### src/rtl/ext_irq_bank_regs.svh
// Register offsets, field positions and reset values of the extended interrupt bank
`ifndef EXT_IRQ_BANK_REGS_SVH
`define EXT_IRQ_BANK_REGS_SVH

`define SFR_PAGE_EXT 8'h10
`define SFR_PAGE_BASE 8'h00
`define ADDR_MASK_TWO 8'hCE
`define ADDR_MASK_ONE 8'hE6
`define ADDR_PRIO_ONE_LOW 8'hF3
`define ADDR_PRIO_TWO_LOW 8'hF4
`define ADDR_PRIO_ONE_HIGH 8'hF5
`define ADDR_PRIO_TWO_HIGH 8'hF6

`define RST_MASK_TWO 8'h00
`define RST_PRIO 8'h00

// Writable bits of the second-bank registers; 5:4 are reserved
`define WMASK_TWO 8'hCF
`define WMASK_PRIO_TWO 8'hCF

`define BIT_CFG_LOGIC 6
`define BIT_TIMER5 3
`define BIT_TIMER4 2
`define BIT_SUPPLY 1
`define BIT_USB 0

`endif

### src/rtl/ext_irq_bank_pkg.sv
// Types shared by the extended interrupt bank
package ext_irq_bank_pkg;

  typedef logic [1:0] prio_t;

  typedef enum logic [2:0] {
    ST_IDLE = 3'b001,
    ST_REQ = 3'b010,
    ST_HOLD = 3'b100
  } arb_state_t;

endpackage : ext_irq_bank_pkg

### src/rtl/ext_irq_enable_priority_bank.sv
// Extended interrupt enable and four-level priority bank with request arbiter

module ext_irq_enable_priority_bank #(
  parameter int NUM_SRC = 13
) (
  // Clock and reset
  input wire logic I_CORE_CLK,
  input wire logic I_RESETN,
  // Special-function register port
  input wire logic [7:0] I_SFR_PAGE,
  input wire logic [7:0] I_SFR_ADDR,
  input wire logic I_SFR_WR,
  input wire logic I_SFR_RD,
  input wire logic [7:0] I_SFR_WDATA,
  output logic [7:0] O_SFR_RDATA,
  output logic O_SFR_HIT,
  // Peripheral request flags
  input wire logic [7:0] I_BANK_ONE_FLAGS,
  input wire logic I_TIMER5_LOW_OVERFLOW_FLAG,
  input wire logic I_TIMER5_HIGH_OVERFLOW_FLAG,
  input wire logic I_TIMER4_LOW_OVERFLOW_FLAG,
  input wire logic I_TIMER4_HIGH_OVERFLOW_FLAG,
  input wire logic I_CFG_LOGIC_FLAG,
  input wire logic I_SUPPLY_DETECT_FLAG,
  input wire logic I_USB_FLAG,
  // Core sequencer
  input wire logic [1:0] I_ACTIVE_LEVEL,
  input wire logic I_IN_SERVICE,
  output logic O_IRQ_REQ,
  output logic [3:0] O_IRQ_ID,
  output logic [1:0] O_IRQ_LEVEL
);

  `include "ext_irq_bank_regs.svh"

  ////////////////////////////////////////////////////////////////////////////
  // Registers

  logic [7:0] mask_one_q;
  logic [7:0] mask_two_q;
  logic [7:0] prio_one_low_q;
  logic [7:0] prio_two_low_q;
  logic [7:0] prio_one_high_q;
  logic [7:0] prio_two_high_q;

  // First-bank mask and low-priority registers are visible on both pages, the high-priority one only on the extended page
  wire page_ext = (I_SFR_PAGE == `SFR_PAGE_EXT);
  wire page_any = page_ext || (I_SFR_PAGE == `SFR_PAGE_BASE);
  wire sel_mask_one = page_any && (I_SFR_ADDR == `ADDR_MASK_ONE);
  wire sel_prio_one_low = page_any && (I_SFR_ADDR == `ADDR_PRIO_ONE_LOW);
  wire sel_mask_two = page_ext && (I_SFR_ADDR == `ADDR_MASK_TWO);
  wire sel_prio_two_low = page_ext && (I_SFR_ADDR == `ADDR_PRIO_TWO_LOW);
  wire sel_prio_one_high = page_ext && (I_SFR_ADDR == `ADDR_PRIO_ONE_HIGH);
  wire sel_prio_two_high = page_ext && (I_SFR_ADDR == `ADDR_PRIO_TWO_HIGH);
  wire any_sel = sel_mask_one || sel_prio_one_low || sel_mask_two ||
                 sel_prio_two_low || sel_prio_one_high || sel_prio_two_high;

  // Reserved positions are not stored, so a careless write cannot leak in
  wire [7:0] wdata_two = I_SFR_WDATA & `WMASK_PRIO_TWO;

  always_ff @(posedge I_CORE_CLK or negedge I_RESETN)
  begin
    if (!I_RESETN)
    begin
      mask_one_q <= `RST_PRIO;
      mask_two_q <= `RST_MASK_TWO;
      prio_one_low_q <= `RST_PRIO;
      prio_two_low_q <= `RST_PRIO;
      prio_one_high_q <= `RST_PRIO;
      prio_two_high_q <= `RST_PRIO;
    end
    else if (I_SFR_WR)
    begin
      if (sel_mask_one)
        mask_one_q <= I_SFR_WDATA;
      if (sel_mask_two)
        mask_two_q <= I_SFR_WDATA & `WMASK_TWO;
      if (sel_prio_one_low)
        prio_one_low_q <= I_SFR_WDATA;
      if (sel_prio_two_low)
        prio_two_low_q <= wdata_two;
      if (sel_prio_one_high)
        prio_one_high_q <= I_SFR_WDATA;
      if (sel_prio_two_high)
        prio_two_high_q <= wdata_two;
    end
  end

  wire [7:0] rdata_d = sel_mask_one ? mask_one_q :
                       sel_mask_two ? mask_two_q :
                       sel_prio_one_low ? prio_one_low_q :
                       sel_prio_two_low ? prio_two_low_q :
                       sel_prio_one_high ? prio_one_high_q :
                       sel_prio_two_high ? prio_two_high_q : 8'h00;

  // Read data is registered: answer one cycle after the read strobe
  always_ff @(posedge I_CORE_CLK or negedge I_RESETN)
  begin
    if (!I_RESETN)
    begin
      O_SFR_RDATA <= 8'h00;
      O_SFR_HIT <= 1'b0;
    end
    else
    begin
      O_SFR_RDATA <= I_SFR_RD ? rdata_d : 8'h00;
      O_SFR_HIT <= I_SFR_RD && any_sel;
    end
  end

  ////////////////////////////////////////////////////////////////////////////
  // Source gating and priority fields
  // Index 0..7 first bank (bit order 7..0 maps to index 7..0), 8..12 second bank

  logic [NUM_SRC-1:0] pend;
  ext_irq_bank_pkg::prio_t prio [NUM_SRC];

  wire timer5_raw = I_TIMER5_LOW_OVERFLOW_FLAG || I_TIMER5_HIGH_OVERFLOW_FLAG;
  wire timer4_raw = I_TIMER4_LOW_OVERFLOW_FLAG || I_TIMER4_HIGH_OVERFLOW_FLAG;

  genvar g;
  generate
    for (g = 0; g < 8; g++)
    begin : g_bank_one
      assign pend[g] = I_BANK_ONE_FLAGS[g] && mask_one_q[g];
      assign prio[g] = {prio_one_high_q[g], prio_one_low_q[g]};
    end
  endgenerate

  assign pend[8] = I_USB_FLAG && mask_two_q[`BIT_USB];
  assign pend[9] = I_SUPPLY_DETECT_FLAG && mask_two_q[`BIT_SUPPLY];
  assign pend[10] = timer4_raw && mask_two_q[`BIT_TIMER4];
  assign pend[11] = timer5_raw && mask_two_q[`BIT_TIMER5];
  assign pend[12] = I_CFG_LOGIC_FLAG && mask_two_q[`BIT_CFG_LOGIC];
  assign prio[8] = {prio_two_high_q[`BIT_USB], prio_two_low_q[`BIT_USB]};
  assign prio[9] = {prio_two_high_q[`BIT_SUPPLY], prio_two_low_q[`BIT_SUPPLY]};
  assign prio[10] = {prio_two_high_q[`BIT_TIMER4], prio_two_low_q[`BIT_TIMER4]};
  assign prio[11] = {prio_two_high_q[`BIT_TIMER5], prio_two_low_q[`BIT_TIMER5]};
  assign prio[12] = {prio_two_high_q[`BIT_CFG_LOGIC], prio_two_low_q[`BIT_CFG_LOGIC]};

  ////////////////////////////////////////////////////////////////////////////
  // Arbiter: highest level wins, lowest index wins a tie

  logic win_valid;
  logic [3:0] win_id;
  ext_irq_bank_pkg::prio_t win_lvl;

  always_comb
  begin
    win_valid = 1'b0;
    win_id = 4'h0;
    win_lvl = 2'h0;
    for (int i = NUM_SRC - 1; i >= 0; i--)
    begin
      // Descending scan with >= leaves the lowest index on ties
      if (pend[i] && (!win_valid || prio[i] >= win_lvl))
      begin
        win_valid = 1'b1;
        win_id = 4'(i);
        win_lvl = prio[i];
      end
    end
  end

  // During service only a strictly higher level may preempt
  wire may_preempt = !I_IN_SERVICE || (win_lvl > I_ACTIVE_LEVEL);
  wire req_d = win_valid && may_preempt;

  ext_irq_bank_pkg::arb_state_t state_q;
  ext_irq_bank_pkg::arb_state_t state_d;

  always_comb
  begin
    case (state_q)
      ext_irq_bank_pkg::ST_IDLE:
        state_d = req_d ? ext_irq_bank_pkg::ST_REQ : ext_irq_bank_pkg::ST_IDLE;
      ext_irq_bank_pkg::ST_REQ:
        state_d = req_d ? ext_irq_bank_pkg::ST_HOLD : ext_irq_bank_pkg::ST_IDLE;
      ext_irq_bank_pkg::ST_HOLD:
        state_d = req_d ? ext_irq_bank_pkg::ST_HOLD : ext_irq_bank_pkg::ST_IDLE;
      default:
        state_d = ext_irq_bank_pkg::ST_IDLE;
    endcase
  end

  // Request follows the winner with one cycle of latency; a flag that drops
  // is withdrawn the next cycle, so the core must sample on its own edge
  always_ff @(posedge I_CORE_CLK or negedge I_RESETN)
  begin
    if (!I_RESETN)
    begin
      state_q <= ext_irq_bank_pkg::ST_IDLE;
      O_IRQ_REQ <= 1'b0;
      O_IRQ_ID <= 4'h0;
      O_IRQ_LEVEL <= 2'h0;
    end
    else
    begin
      state_q <= state_d;
      O_IRQ_REQ <= req_d;
      O_IRQ_ID <= req_d ? win_id : 4'h0;
      O_IRQ_LEVEL <= req_d ? win_lvl : 2'h0;
    end
  end

endmodule : ext_irq_enable_priority_bank

### config.mk
export PLATFORM = sky130hd
export DESIGN_NAME = ext_irq_enable_priority_bank
export DESIGN_NICKNAME = d
export VERILOG_FILES = /design/src/rtl/ext_irq_bank_pkg.sv /design/src/rtl/ext_irq_enable_priority_bank.sv
export VERILOG_INCLUDE_DIRS = /design/src /design/src/rtl
export SDC_FILE = /design/constraint.sdc
export NUM_CORES = 1
export LEC_CHECK = 0
export BUFFER_PORTS_ARGS = -buffer_cell sky130_fd_sc_hd__buf_2
export CAP_MARGIN = 20
export CORE_MARGIN = 1.5
export CORE_UTILIZATION = 40
export DETAILED_ROUTE_END_ITERATION = 6
export GPL_ROUTABILITY_DRIVEN = 0
export GPL_TIMING_DRIVEN = 0
export PLACE_DENSITY = 0.67
export REMOVE_ABC_BUFFERS = 1
export SETUP_SLACK_MARGIN = 0.15
export SLEW_MARGIN = 10
export SYNTH_ARGS = -nofsm -noshare
export SYNTH_HDL_FRONTEND = slang
export SYNTH_SLANG_ARGS = --single-unit
### constraint.sdc
create_clock -name I_CORE_CLK -period 45.7 [get_ports I_CORE_CLK]
set_input_delay 0 -clock I_CORE_CLK [delete_from_list [all_inputs] [get_ports I_CORE_CLK]]
set_output_delay 0 -clock I_CORE_CLK [all_outputs]
set_load 0.01 [all_outputs]
==> flow_summary.json <==
{
  "criticalPathCategory": "flop to flop",
  "clk-insertion-delay-late_ns": 0.34,
  "met2_length_um": 4770,
  "post-route-min-period_ns": 16.95,
  "route.detailed.drc": 0,
  "ir_drop_mv": 0.0205,
  "clk_pin_slew_ns": 0.07,
  "yosys.area_share.simple_pct": 16.6,
  "die_h_um": 101,
  "grt_max_degree": 59,
  "crit_slowest_cell": "o311ai_0",
  "maxSlewHeadroom_pct": 25.0,
  "post_drt_wl_per_cell_um": 16.8,
  "instances_no_fill": 590,
  "synth_ff_type": "dfrtp_1",
  "ys_types": 57,
  "ios": 62,
  "routed_wl_um": 9920,
  "cts_buffers": 9,
  "core-area_um2": 9240,
  "synth_top_area_cell": "dfrtp_1",
  "fmax_mhz": 59.0,
  "fp-row-count": 35,
  "grt_pass1_wl_um": 16400,
  "cp-end-kind": "flop",
  "layout-drive-gt1-share_pct": 31.7,
  "cts-htree-levels": 3,
  "hold_class": "input pin to flop",
  "drv_slew": 0,
  "io_buffer_count": 61,
  "min_period_over_period_pct": 37.1,
  "cp_common_cell": "ha_1",
  "routed.top_layer": "met4",
  "antenna_found_initial": 0,
  "synth_fa_ha_area_share_pct": 6.90,
  "num_vias": 3269,
  "start_util_pct": 41.2,
  "syn-cell-area_um2": 3810,
  "synth_edf_count": 0,
  "antennaDiodeCount": 0,
  "synth_xor_area_share_pct": 0,
  "overflow": 0,
  "dr_wl_met3_um": 595,
  "drtIter0Drc": 181,
  "clkSinkCount": 58,
  "synth_compound_area_share_pct": 20.8,
  "cp.required_ns": 45.95,
  "maxCapViolCount": 0,
  "die_w_um": 101,
  "worstPathMaxFanout": 10,
  "setup_viol": 0,
  "post_cts_buffers": 0,
  "synthMuxAreaShare_pct": 14.7,
  "synth_seq_cells": 58,
  "synth.avg_cell_area_um2": 10.1,
  "final-hold-violation-count": 0,
  "tightest_slew_ns": 1.12,
  "drt_first_pass_iters": 4,
  "yosysSeqAreaShare_pct": 38.1,
  "leakage_nw": 2.27,
  "netlist_instances": 378,
  "yosys.area.top_type_share_pct": 38.1,
  "final_cell_mix": "buf_2 (60), dfrtp_1 (58), mux2_2 (40)",
  "gr-usage-all-layers_pct": 21.2,
  "cts_tree": "built",
  "hpwlAfterDp_um": 7560,
  "fin_tns_setup_ns": 0,
  "ant_nets": 0,
  "holdPathStages": 4,
  "vias_per_cell": 5.54,
  "grt_pass1_vias": 3274,
  "r2r_cells": 84,
  "cts-root-buf": "clkbuf_8",
  "synth_top_family_by_area": "compound AO/OA/AOI/OAI gates",
  "die-area_um2": 10100,
  "area_growth_pct": 19.7,
  "start_kind": "flop",
  "mostFrequentLayoutCell": "buf_2",
  "power_density_nw_per_um2": 22.9,
  "synth_area_leaders": "dfrtp_1 (38%), mux2_2 (12%), ha_1 (6.9%)",
  "hold_ws_ns": 0.0535,
  "met1Wirelength_um": 4280,
  "rsz0062_at_grt": "false",
  "slowest_delay_ns": 0.51,
  "placed_cells": 564,
  "clock_path_buffers": 2,
  "status": "finished, final reports clean",
  "synth_warnings": 0,
  "async_flop_share_pct": 100,
  "nNetsFinal": 523,
  "cp.arrival_ns": 17.20,
  "fin_skew_ns": 0.0103
}
## synth_stat cells, types with 3 or more instances
cell and instances:
nor3_1 9, nor4_1 3, a21oi_2 5, and2_1 7, nand2_1 35, a22oi_1 5, mux2_2 40, dfrtp_1 58
nand4_1 4, clkbuf_1 4, or2_2 3, a222oi_1 4, nand3_1 11, a211oi_1 4, nor3b_1 3, o21ai_1 3
mux2i_1 11, or3_1 4, nor2_1 18, o21ai_0 13, ha_1 21, a21boi_0 10, nand2b_1 11, o21a_1 4
inv_1 25, a21oi_1 24
## logic make-up after synthesis
group / Yosys count
adder cells (fa/ha/maj): 21
AND/OR/NAND/NOR: 120
AO/OA/AOI/OAI: 99
buffers and inverters: 29
multiplexers: 51
flip-flops: 58
## sequential cells by signal (all words and copies together), names as in the netlist
name and cells:
O_IRQ_LEVEL 2, prio_one_low_q 8, O_IRQ_REQ 1, O_SFR_RDATA 8
O_SFR_HIT 1, mask_one_q 8, prio_one_high_q 8, mask_two_q 6
prio_two_high_q 6, O_IRQ_ID 4, prio_two_low_q 6
## metal layers
layer | vias to the layer above | GRT usage [%]
met2 | 116 | 35.7
met3 | 24 | 4.92
met5 | - | 0
li1 | 1560 | -
met1 | 1569 | 26.6
met4 | 0 | 7.91
## repair_timing
action	CTS	global route
hold endpoints to repair	94	0
hold buffers	10	0
resized for setup	0	0
## worst max-delay path: cells and delay by family (launching register included)
| kind | cells | cell delay, ns |
|---|---|---|
| AND/OR/NAND/NOR | 27 | 4.09 |
| AO/OA/AOI/OAI | 36 | 7.48 |
| multiplexers | 3 | 1.01 |
| buffers and inverters | 5 | 0.35 |
| flip-flops | 1 | 0.47 |
| adder cells (fa/ha/maj) | 13 | 3.41 |
## area by class of cell
cell class | instances | area, um2
Clock buffer | 9 | 124
Clock inverter | 7 | 70.1
Fill cell | 845 | 4680
Inverter | 25 | 93.8
Multi-Input combinational cell | 291 | 2250
Sequential cell | 58 | 1450
Tap cell | 129 | 161
Timing Repair Buffer | 71 | 408
## path summary, 6_finish.rpt
path | from | end | slack [ns]
max | mask_two_q[6] | O_IRQ_ID[3] | 28.75
min | I_IN_SERVICE | O_IRQ_ID[0] | 0.05
max reg2reg | mask_two_q[6] | O_IRQ_ID[3] | 28.75
min reg2reg | prio_two_low_q[7] | prio_two_low_q[7] | 0.51
max in group asynchronous | I_RESETN | O_SFR_HIT | 44.94
min in group asynchronous | I_RESETN | prio_two_low_q[6] | 0.26
## per-stage QoR
stage               area (um2)  utilization (%)  worst slack [ns]  power [mW]
global route              4560             49.3             27.28       0.109
CTS                       4560             49.3             28.80       0.105
detailed placement        4260             46.1             28.94      0.0576
finish                    4560             49.3             28.75       0.104
global placement          4260             46.1             29.22      0.0574
floorplan                 3790                -             30.74      0.0532
## report_power, final
group	switching, mW	leakage, nW	internal [mW]	total (mW)
clock network	0.0220	0.0990	0.0250	0.0470
registers	0.0000253	0.790	0.0513	0.0514
logic	0.00327	1.38	0.00253	0.00580
total	0.0253	2.27	0.0789	0.104
Note: power is estimated with default switching activity, not from simulation.
